[config.mk]
export PLATFORM = sky130hd
export DESIGN_NAME = hpf_host_port
export DESIGN_NICKNAME = d
export VERILOG_FILES = /design/src/inc/hpf_pkg.sv /design/src/core/hpf_host_port.sv
export SDC_FILE = /design/constraint.sdc
export NUM_CORES = 1
export LEC_CHECK = 0
export BUFFER_PORTS_ARGS = -buffer_cell sky130_fd_sc_hd__buf_2
export CAP_MARGIN = 20
export CORE_MARGIN = 5
export CORE_UTILIZATION = 25
export CTS_BUF_LIST = sky130_fd_sc_hd__clkbuf_2 sky130_fd_sc_hd__clkbuf_4 sky130_fd_sc_hd__clkbuf_8
export DETAILED_ROUTE_END_ITERATION = 10
export PLACE_DENSITY_LB_ADDON = 0.3
export SLEW_MARGIN = 20
export SYNTH_ARGS = -nofsm -noshare
export SYNTH_HDL_FRONTEND = slang
export SYNTH_SLANG_ARGS = --single-unit
[constraint.sdc]
create_clock -name sys_clk_i -period 6.2 [get_ports sys_clk_i]
set_input_delay 0.93 -clock sys_clk_i [delete_from_list [all_inputs] [get_ports sys_clk_i]]
set_output_delay 0.93 -clock sys_clk_i [all_outputs]
set_load 0.02 [all_outputs]
[src/inc/hpf_pkg.sv]
`default_nettype none
package hpf_pkg;

    // DSP side word addresses on the internal data bus
    localparam logic [15:0] DSP_CTRL_ADDR = 16'hFFC4;
    localparam logic [15:0] DSP_STAT_ADDR = 16'hFFC5;
    localparam logic [15:0] DSP_DATA_ADDR = 16'hFFC6;

    // Host side byte offsets on the 8-bit port
    localparam logic [2:0] HOST_ICR_OFS = 3'h0;
    localparam logic [2:0] HOST_CVR_OFS = 3'h1;
    localparam logic [2:0] HOST_ISR_OFS = 3'h2;
    localparam logic [2:0] HOST_HIGH_OFS = 3'h6;
    localparam logic [2:0] HOST_LOW_OFS = 3'h7;

    // DSP control and status field positions
    localparam int CTRL_RX_IE = 0;
    localparam int CTRL_TX_IE = 1;
    localparam int CTRL_CMD_IE = 2;
    localparam int CTRL_D2H_F0 = 3;
    localparam int CTRL_D2H_F1 = 4;
    localparam int STAT_DMA = 7;

    // Host control field positions
    localparam int ICR_RX_REQ = 0;
    localparam int ICR_TX_REQ = 1;
    localparam int ICR_H2D_F0 = 3;
    localparam int ICR_MODE_LO = 5;
    localparam int ICR_MODE_HI = 6;
    localparam int ICR_INIT = 7;

    // Command vector register fields
    localparam int CVR_CMD_REQ = 7;
    localparam int CVR_VEC_W = 5;

    localparam int WORD_W = 16;
    localparam int FIFO_DEPTH = 4;

    typedef enum logic [1:0] {
        HPF_MODE_IRQ = 2'h0,
        HPF_MODE_ILLEGAL = 2'h1,
        HPF_MODE_DMA16 = 2'h2,
        HPF_MODE_DMA8 = 2'h3
    } hpf_mode_t;

    typedef struct packed {
        logic [2:0] addr;
        logic rd;
        logic wr;
        logic [7:0] data;
    } hpf_host_bus_t;

    typedef struct packed {
        logic [4:0] ctrl;
        logic rx_req_en;
        logic tx_req_en;
        hpf_mode_t mode;
        logic [1:0] h2d_flag;
        logic init;
        logic cmd_req;
        logic [CVR_VEC_W-1:0] cmd_vec;
        logic dsp_rx_full;
        logic dsp_tx_empty;
        logic host_rx_full;
        logic host_tx_empty;
        logic [WORD_W-1:0] dsp_rx_word;
        logic [WORD_W-1:0] dsp_tx_word;
        logic [WORD_W-1:0] host_tx_pair;
        logic [WORD_W-1:0] host_rx_pair;
        logic [WORD_W-1:0] dsp_rdata;
        logic [7:0] host_rdata;
        logic host_oe;
    } hpf_state_t;

    localparam hpf_state_t HPF_STATE_RESET = '{dsp_tx_empty: 1'b1, host_tx_empty: 1'b1, mode: HPF_MODE_IRQ,
                                              default: '0};

endpackage
`default_nettype wire

[src/core/hpf_host_port.sv]
`timescale 1ns/10ps
`default_nettype none

module hpf_fifo #(
    parameter int WIDTH = 16,
    parameter int DEPTH = 4
) (
    input wire logic sys_clk_i,
    input wire logic reset_i,
    input wire logic in_valid_i,
    output logic in_ready_o,
    input wire logic [WIDTH-1:0] in_data_i,
    output logic out_valid_o,
    input wire logic out_ready_i,
    output logic [WIDTH-1:0] out_data_o
);
    localparam int PW = (DEPTH > 1) ? $clog2(DEPTH) : 1;
    localparam int CW = $clog2(DEPTH + 1);
    localparam logic [PW-1:0] LAST = PW'(DEPTH - 1);
    localparam logic [CW-1:0] FULL = CW'(DEPTH);

    typedef struct packed {
        logic [DEPTH-1:0][WIDTH-1:0] mem;
        logic [PW-1:0] wr_ptr;
        logic [PW-1:0] rd_ptr;
        logic [CW-1:0] count;
    } hpf_fifo_state_t;

    hpf_fifo_state_t st;
    hpf_fifo_state_t next_st;
    logic push;
    logic pop;

    assign in_ready_o = (st.count != FULL);
    assign out_valid_o = (st.count != '0);
    assign out_data_o = st.mem[st.rd_ptr];
    assign push = in_valid_i && in_ready_o;
    assign pop = out_valid_o && out_ready_i;

    always_comb begin
        next_st = st;
        if (push) begin
            next_st.mem[st.wr_ptr] = in_data_i;
            next_st.wr_ptr = (st.wr_ptr == LAST) ? '0 : st.wr_ptr + PW'(1);
        end
        if (pop) begin
            next_st.rd_ptr = (st.rd_ptr == LAST) ? '0 : st.rd_ptr + PW'(1);
        end
        if (push && !pop) begin
            next_st.count = st.count + CW'(1);
        end else if (pop && !push) begin
            next_st.count = st.count - CW'(1);
        end
    end

    always_ff @(posedge sys_clk_i) begin
        if (reset_i) begin
            st <= '0;
        end else begin
            st <= next_st;
        end
    end
endmodule

module hpf_host_port (
    input wire logic sys_clk_i,
    input wire logic reset_i,
    input wire logic [15:0] dsp_addr_i,
    input wire logic dsp_rd_i,
    input wire logic dsp_wr_i,
    input wire logic [15:0] dsp_wdata_i,
    output logic [15:0] dsp_rdata_o,
    output logic dsp_rx_irq_o,
    output logic dsp_tx_irq_o,
    output logic dsp_cmd_irq_o,
    output logic [15:0] cmd_start_addr_o,
    input wire logic cmd_taken_i,
    input wire logic [2:0] host_addr_i,
    input wire logic host_rd_i,
    input wire logic host_wr_i,
    input wire logic [7:0] host_data_i,
    output logic [7:0] host_data_o,
    output logic host_data_oe_o,
    output logic host_request_pin_n_o,
    output logic dma_enable_o,
    output logic dma_byte_wide_o,
    output logic dma_dir_d2h_o
);
    hpf_pkg::hpf_state_t st;
    hpf_pkg::hpf_state_t next_st;
    hpf_pkg::hpf_host_bus_t hbus;
    logic [7:0] dsp_stat;
    logic [7:0] host_stat;
    logic [7:0] host_ctrl;
    logic host_request_pin_active;
    logic dma_on;
    logic d_ctrl_wr;
    logic d_data_wr;
    logic d_data_rd;
    logic h_icr_wr;
    logic h_cvr_wr;
    logic h_low_wr;
    logic h_high_wr;
    logic h_low_rd;
    logic f_in_valid;
    logic f_in_ready;
    logic f_out_valid;
    logic f_out_ready;
    logic [15:0] f_out_data;

    assign hbus = '{addr: host_addr_i, rd: host_rd_i, wr: host_wr_i, data: host_data_i};
    assign d_ctrl_wr = dsp_wr_i && (dsp_addr_i == hpf_pkg::DSP_CTRL_ADDR);
    assign d_data_wr = dsp_wr_i && (dsp_addr_i == hpf_pkg::DSP_DATA_ADDR);
    assign d_data_rd = dsp_rd_i && (dsp_addr_i == hpf_pkg::DSP_DATA_ADDR);
    // Host control is reached only from the host port
    assign h_icr_wr = hbus.wr && (hbus.addr == hpf_pkg::HOST_ICR_OFS);
    assign h_cvr_wr = hbus.wr && (hbus.addr == hpf_pkg::HOST_CVR_OFS);
    assign h_high_wr = hbus.wr && (hbus.addr == hpf_pkg::HOST_HIGH_OFS);
    assign h_low_wr = hbus.wr && (hbus.addr == hpf_pkg::HOST_LOW_OFS);
    assign h_low_rd = hbus.rd && (hbus.addr == hpf_pkg::HOST_LOW_OFS);

    assign dma_on = (st.mode != hpf_pkg::HPF_MODE_IRQ);
    assign dma_enable_o = dma_on;
    assign dma_byte_wide_o = (st.mode == hpf_pkg::HPF_MODE_DMA8);
    // Both enables set in DMA mode is the host's fault; the receive enable then selects DSP-to-host
    assign dma_dir_d2h_o = dma_on && st.rx_req_en;

    // Same request equation serves interrupt mode and DMA mode direction select
    assign host_request_pin_active = (st.rx_req_en && st.host_rx_full)
                      || (st.tx_req_en && st.host_tx_empty);
    assign host_request_pin_n_o = !host_request_pin_active;

    assign dsp_rx_irq_o = st.ctrl[hpf_pkg::CTRL_RX_IE] && st.dsp_rx_full;
    assign dsp_tx_irq_o = st.ctrl[hpf_pkg::CTRL_TX_IE] && st.dsp_tx_empty;
    assign dsp_cmd_irq_o = st.ctrl[hpf_pkg::CTRL_CMD_IE] && st.cmd_req;
    assign cmd_start_addr_o = {10'h000, st.cmd_vec, 1'b0};

    // Pending mirrors the host request, so one flop serves both views
    assign dsp_stat = {dma_on, 2'b00, st.h2d_flag, st.cmd_req,
                       st.dsp_tx_empty, st.dsp_rx_full};
    assign host_stat = {host_request_pin_active, dma_on, 1'b0, st.ctrl[hpf_pkg::CTRL_D2H_F1:hpf_pkg::CTRL_D2H_F0],
                        st.host_tx_empty && !st.dsp_rx_full, st.host_tx_empty, st.host_rx_full};
    assign host_ctrl = {st.init, st.mode, st.h2d_flag, 1'b0, st.tx_req_en, st.rx_req_en};

    // Host-to-DSP words queue here; a slow DSP stalls the host side
    assign f_in_valid = !st.host_tx_empty && !h_low_wr;
    assign f_out_ready = !st.dsp_rx_full;

    hpf_fifo #(
        .WIDTH(hpf_pkg::WORD_W),
        .DEPTH(hpf_pkg::FIFO_DEPTH)
    ) u_fifo (
        .sys_clk_i(sys_clk_i),
        .reset_i(reset_i),
        .in_valid_i(f_in_valid),
        .in_ready_o(f_in_ready),
        .in_data_i(st.host_tx_pair),
        .out_valid_o(f_out_valid),
        .out_ready_i(f_out_ready),
        .out_data_o(f_out_data)
    );

    always_comb begin
        next_st = st;
        next_st.dsp_rdata = '0;
        next_st.host_rdata = '0;
        next_st.host_oe = hbus.rd;
        // Initialize runs one cycle after the host sets it, whatever the mode
        if (st.init) begin
            next_st.init = 1'b0;
            if (st.rx_req_en) begin
                next_st.host_rx_full = 1'b0;
                next_st.dsp_tx_empty = 1'b1;
            end
            if (st.tx_req_en) begin
                next_st.host_tx_empty = 1'b1;
                next_st.dsp_rx_full = 1'b0;
            end
        end
        // Host read clear comes before the move so a word arriving in that cycle is kept
        if (h_low_rd) begin
            next_st.host_rx_full = 1'b0;
        end
        // Either direction moves independently, so DMA one way leaves the other free
        if (!st.dsp_tx_empty && !st.host_rx_full && !d_data_wr) begin
            next_st.host_rx_pair = st.dsp_tx_word;
            next_st.host_rx_full = 1'b1;
            next_st.dsp_tx_empty = 1'b1;
        end
        if (f_in_valid && f_in_ready) begin
            next_st.host_tx_empty = 1'b1;
        end
        if (d_data_rd && st.dsp_rx_full) begin
            next_st.dsp_rx_full = 1'b0;
        end
        if (f_out_valid && f_out_ready) begin
            next_st.dsp_rx_word = f_out_data;
            next_st.dsp_rx_full = 1'b1;
        end
        if (d_ctrl_wr) begin
            next_st.ctrl = dsp_wdata_i[4:0];
        end
        if (d_data_wr) begin
            next_st.dsp_tx_word = dsp_wdata_i;
            next_st.dsp_tx_empty = 1'b0;
        end
        if (h_high_wr) begin
            next_st.host_tx_pair[15:8] = hbus.data;
        end
        if (h_low_wr) begin
            next_st.host_tx_pair[7:0] = hbus.data;
            next_st.host_tx_empty = 1'b0;
        end
        if (h_icr_wr) begin
            next_st.rx_req_en = hbus.data[hpf_pkg::ICR_RX_REQ];
            next_st.tx_req_en = hbus.data[hpf_pkg::ICR_TX_REQ];
            next_st.h2d_flag = hbus.data[hpf_pkg::ICR_H2D_F0+1:hpf_pkg::ICR_H2D_F0];
            next_st.mode = hpf_pkg::hpf_mode_t'(hbus.data[hpf_pkg::ICR_MODE_HI:hpf_pkg::ICR_MODE_LO]);
            next_st.init = hbus.data[hpf_pkg::ICR_INIT];
        end
        // Exception clear first so a fresh host request in the same cycle wins
        if (cmd_taken_i) begin
            next_st.cmd_req = 1'b0;
        end
        if (h_cvr_wr) begin
            next_st.cmd_req = hbus.data[hpf_pkg::CVR_CMD_REQ];
            next_st.cmd_vec = hbus.data[hpf_pkg::CVR_VEC_W-1:0];
        end
        if (dsp_rd_i) begin
            unique case (dsp_addr_i)
                hpf_pkg::DSP_CTRL_ADDR: next_st.dsp_rdata = {11'h000, st.ctrl};
                hpf_pkg::DSP_STAT_ADDR: next_st.dsp_rdata = {8'h00, dsp_stat};
                hpf_pkg::DSP_DATA_ADDR: next_st.dsp_rdata = st.dsp_rx_word;
                default: next_st.dsp_rdata = '0;
            endcase
        end
        if (hbus.rd) begin
            unique case (hbus.addr)
                hpf_pkg::HOST_ICR_OFS: next_st.host_rdata = host_ctrl;
                hpf_pkg::HOST_CVR_OFS: next_st.host_rdata = {st.cmd_req, 2'b00, st.cmd_vec};
                hpf_pkg::HOST_ISR_OFS: next_st.host_rdata = host_stat;
                hpf_pkg::HOST_HIGH_OFS: next_st.host_rdata = st.host_rx_pair[15:8];
                hpf_pkg::HOST_LOW_OFS: next_st.host_rdata = st.host_rx_pair[7:0];
                default: next_st.host_rdata = '0;
            endcase
        end
    end

    always_ff @(posedge sys_clk_i) begin
        if (reset_i) begin
            st <= hpf_pkg::HPF_STATE_RESET;
        end else begin
            st <= next_st;
        end
    end

    assign dsp_rdata_o = st.dsp_rdata;
    assign host_data_o = st.host_rdata;
    assign host_data_oe_o = st.host_oe;
endmodule

`default_nettype wire

After elaboration in Yosys (flattened, before gate mapping)
Index checks and enable logic that the tools add are counted.
Widths: inputs -> output; s select.
{"block": "word_totals", "ff_bits": 182, "output_inout_bits": 48}
{"block": "classes", "addsub": 4, "magnitude_cmp": 3, "n_eq_ne": 11, "muxes": 24, "bitwise_logic": 3, "reduce_logical": 54}
{"cell": "$bwmux 64", "count": 1}
{"cell": "$eq 16x16->1 const B", "count": 3}
{"cell": "$pmux 16 s3", "count": 1}
{"cell": "$pmux 8 s5", "count": 1}
{"cell": "$bmux 16 s2", "count": 1}
{"cell": "$demux 16 s2", "count": 1}
{"cell": "$mux 16", "count": 2}
{"cell": "$reduce_bool 3->1", "count": 9}
{"cell": "$logic_and 1x1->1", "count": 24}
{"cell": "$logic_not 1->1", "count": 9}
{"cell": "$mux 1", "count": 9}
{"cell": "$mux 2", "count": 4}
{"cell": "$reduce_and 2->1", "count": 4}
{"cell": "$eq 2x2->1 const B", "count": 3}
{"cell": "$eq 3x3->1 const B", "count": 2}
{"cell": "$lt 2x3->1 const B", "count": 2}
{"cell": "$mux 3", "count": 2}
{"cell": "$mux 6", "count": 1}
{"cell": "$reduce_bool 2->1", "count": 3}
{"cell": "$reduce_or 2->1", "count": 3}
{"cell": "$add 2x1->2 const B", "count": 2}
{"cell": "$mux 4", "count": 1}
{"cell": "$add 3x1->3 const B", "count": 1}
{"cell": "$eq 3x1->1 const B", "count": 1}
{"cell": "other kinds (7)", "count": 9}

Depth between registers and ports, before layout
{"block": "depth", "depth_word": 9, "ltp_mapped": 10, "ltp_nobuf": 9}

Hierarchy
Synthesis repeated with hierarchy kept, for this count alone.
{"block": "hier_totals", "hier_cells": 903, "area_unflattened_um2": 8466.9}
{"mod": "hpf_host_port", "n_inst": 1, "cells_per_inst": 614, "area_each_um2": 5117.4}
{"mod": "hpf_fifo", "n_inst": 1, "cells_per_inst": 289, "area_each_um2": 3349.5}

Worst setup path before layout
Ideal clock, no wire load.
{"block": "synth_path", "path_kind": "input -> register", "startpoint": "input host_addr_i[2]", "endpoint": "register u_fifo.st[2] in the netlist's numbering", "setup_time_ns": 0.070, "arrival_time_ns": 3.027, "required_ns": 6.130, "path_slack_ns": 3.103, "stages": 10, "n_path_buf": 2, "cell_sequence": "buf_2 > and4_1 > buf_2 > nor3_1 > ha_1 > inv_1 > fa_1 > xor2_1 > or3_1 > a21oi_1"}
{"block": "synth_via", "elab_chain_len": 8}
{"item": "start: declaration", "line_no": "hpf_host_port.sv:78", "source": "input wire logic [2:0] host_addr_i,"}
{"item": "$eq 3x3->1 *", "line_no": "hpf_host_port.sv:119", "source": "assign h_low_wr = hbus.wr && (hbus.addr == hpf_pkg::HOST_LOW_OFS);"}
{"item": "$logic_and 1x1->1 *", "line_no": "hpf_host_port.sv:119"}
{"item": "$logic_not 1->1 *", "line_no": "hpf_host_port.sv:146", "source": "assign f_in_valid = !st.host_tx_empty && !h_low_wr;"}
{"item": "$logic_and 1x1->1 *", "line_no": "hpf_host_port.sv:146"}
{"item": "$logic_and 1x1->1 *", "line_no": "hpf_host_port.sv:37", "source": "assign push = in_valid_i && in_ready_o;"}
{"item": "via u_fifo.push", "line_no": "hpf_host_port.sv:31", "source": "logic push;"}
{"item": "$logic_not 1->1", "line_no": "hpf_host_port.sv:51", "source": "end else if (pop && !push) begin"}
{"item": "$logic_and 1x1->1", "line_no": "hpf_host_port.sv:51"}
{"item": "$reduce_bool 2->1 (no source line)"}
{"item": "end signal: assignment", "line_no": "hpf_host_port.sv:60", "source": "st <= next_st;"}
{"item": "end: declaration", "line_no": "hpf_host_port.sv:29", "source": "hpf_fifo_state_t st;"}
The timed path passes the listed nets; every way through them passes the cells marked *.
A chain may end at the register's enable or synchronous reset.

Worst setup path in the final report
{"block": "layout_path", "startpoint": "register u_fifo.st[0] in the netlist's numbering", "endpoint": "register u_fifo.st[2] in the netlist's numbering"}
{"block": "layout_via", "elab_chain_len": 5}
{"item": "branches (longest 5 deep; another with $sub 3x1->3)"}
Several ways; the timed one is not identified. The select of a mux whose other input is x is not followed.

==> results.ini <==
[routing]
drc=0
routed_wl_microns=22400
vias=6559
drt-initial-drc-count=596
viasPerCell=4.68
antenna_left=0
wl_per_cell_microns=16.0
firstDrtPassIters=5

[yosys]
netlist_instances=977
synth_area_sq_mm=0.00807
synth-warning-count=0
synth_edf_count=0
syn_area_per_cell_sq_um=8.26
yosysUniqueCellTypes=50
ys_ff_latch=182
ys.flop_type=dfxtp_1
synth_top_cell_by_area=dfxtp_1
synthTopCellsByArea=dfxtp_1 45%, nand2_1 10%, a21oi_1 8.5%, mux4_2 4.5%, buf_4 3.7%
async_flop_share_pct=0
synth_common_cells=214 x nand2_1, 182 x dfxtp_1, 137 x a21oi_1, 51 x nor3_1, 44 x nor2_1
yosysSeqAreaShare_pct=45.1
synth_top_area_share_pct=45.1
yosysMostFrequentCell=nand2_1

[timing]
max_slew_margin_pct=32.6
fin_setup_tns_ns=0
finalCritPeriodShare_pct=48.2
rsz0062_at_grt=false
skew_ns=0.0178
setup_viol=0
tightest_slew_ns=1.01
report.final.slew_viol_count=0
final-hold-violation-count=0
fmax_ghz=0.335
finalCriticalPeriod_ns=2.99

[clocking]
cts_root_buffer=clkbuf_8
clock_sinks=182
clockBufferDepth=2
clock_latency_ns=0.48
cts_resized=0
cts_buffers=17
cts_tree=built
clk_pin_slew_worst_paths_ns=0.10
h-tree-depth=4
holdBufCountCts=0
cts_setup_buffers=0

[floorplan]
core-area_sq_mm=0.0317
dieArea_sq_mm=0.0360
die_h_microns=190
start_util_pct=25.4
placementRows=65
dieWidth_microns=190
io_pins=98

[finish]
layout-drive-gt1-share_pct=15.5
multiInputGateArea_sq_mm=0.00381
ff_latch_area_sq_mm=0.00364
diodes=0
areaGrowthSynthToFinish_pct=10.1
num-nets-final=1043
final_util_pct=28.0
fill_cells=3407

[placement]
place_congestion=0.768
dpl.hpwl_microns=14900
port_buffers=86

[pwr]
ir_worst_vdd_v=0.000144
leakage_nw=3.10
powerDensity_mw_per_mm2=265

[global_routing]
track_usage_pct=12.5
grt_pass1_wl_microns=35600
first_global_vias=6269
grt_antenna_before_repair=0
grt-ovfl-total=0
grt_max_degree=68

[setup_path]
arrival_ns=3.38
path_class=reg2reg
r2r_slack_ns=3.21
cp_data_required_time_ns=6.59
worst_setup_path_end_kind=register
cp_max_fo=21
critPathLaunchType=register

[job]
maxCapViolations=0

[run_status]
status=finished clean

[worst_hold_path]
hold_path.class=reg2reg

-- cells by family (layout without fill, tap and decap cells) --
kind of cell,count (synthesis),in the layout,share of synthesized area (%)
compound gates,185,185,12.4
xor+xnor,3,3,0.326
fa+ha+maj,7,7,1.18
buf+inv,122,134,8.23
flops,182,182,45.1
mux,34,34,6.73
other cells,1,11,0.0465
simple gates,443,443,26.0
-- layout by cell type, fill, tap and decap left out, types with 17 or more instances in the layout --
cell | synthesis | final
clkbuf_8 | 0 | 17
a21oi_1 | 137 | 137
nand2b_1 | 33 | 33
nor3_1 | 51 | 51
nand3_1 | 28 | 28
o21ai_0 | 23 | 23
nor2_1 | 44 | 43
and2_1 | 18 | 18
buf_2 | 25 | 85
nand2_1 | 214 | 214
dfxtp_1 | 182 | 182
-- stage by stage --
stage | cell area [sq um] | setup slack (ns) | std cells | hold slack [ns] | power (mW)
CTS | 8870 | 3.19 | 1400 | 0.458 | 2.38
global placement | 8470 | 2.88 | 1368 | 0.437 | 1.56
finish | 8880 | 3.21 | 1401 | 0.453 | 2.35
global route | 8880 | 2.97 | 1401 | 0.471 | 2.46
floorplan | 8110 | 3.10 | 987 | 0.430 | 1.46
detailed placement | 8470 | 2.75 | 1368 | 0.441 | 1.56
-- layout make-up --
type	count	area share [%]
well taps	402	5.66
clock inverters	12	1.58
multi-input cells	683	42.9
repair buffers	95	5.68
inverters	7	0.296
clock buffers	20	2.89
flip-flops and latches	182	41.0
-- flip-flops by register name (all words and copies together), names as in the netlist --
| signal | flops |
|---|---|
| dsp_stat | 5 |
| dsp_rdata_o | 16 |
| host_data_oe_o | 1 |
| host_ctrl | 5 |
| host_data_o | 8 |
| st | 67 |
| cmd_start_addr_o | 5 |
| host_stat | 4 |
| u_fifo.st | 71 |
-- worst max-delay path, cell delays in order, from the launching register on --
cell     delay [ns]
dfxtp_1        0.37
nor3_1         0.22
nor2_1         0.07
buf_4          0.22
inv_1          0.65
ha_1           0.31
inv_1          0.06
fa_1           0.37
xor2_1         0.17
or3_1          0.31
a21oi_1        0.15
-- final timing paths --
kind	from	endpoint	cells past startpoint
setup / recovery	u_fifo.st[0]	u_fifo.st[2]	10
hold / removal	st[87]	st[87]	2
setup reg to reg	u_fifo.st[0]	u_fifo.st[2]	10
hold reg to reg	st[87]	st[87]	2
-- metal layers --
| metal | global-route usage [%] | share of wire, % | up-vias |
|---|---|---|---|
| met5 | 0 | 0 | - |
| met4 | 3.64 | 1.5 | 0 |
| met3 | 2.35 | 4.6 | 22 |
| met2 | 20.3 | 47 | 143 |
| met1 | 17.0 | 47 | 3096 |
| li1 | - | - | 3298 |
-- where the power goes --
group / internal, mW / leakage [nW] / total [mW] / switching, mW
sequential: 1.19 / 1.47 / 1.23 / 0.0450
combinational: 0.0980 / 1.43 / 0.296 / 0.198
clock: 0.379 / 0.201 / 0.824 / 0.445
total: 1.67 / 3.10 / 2.35 / 0.689
No activity file was read; power rests on OpenSTA's default activity.
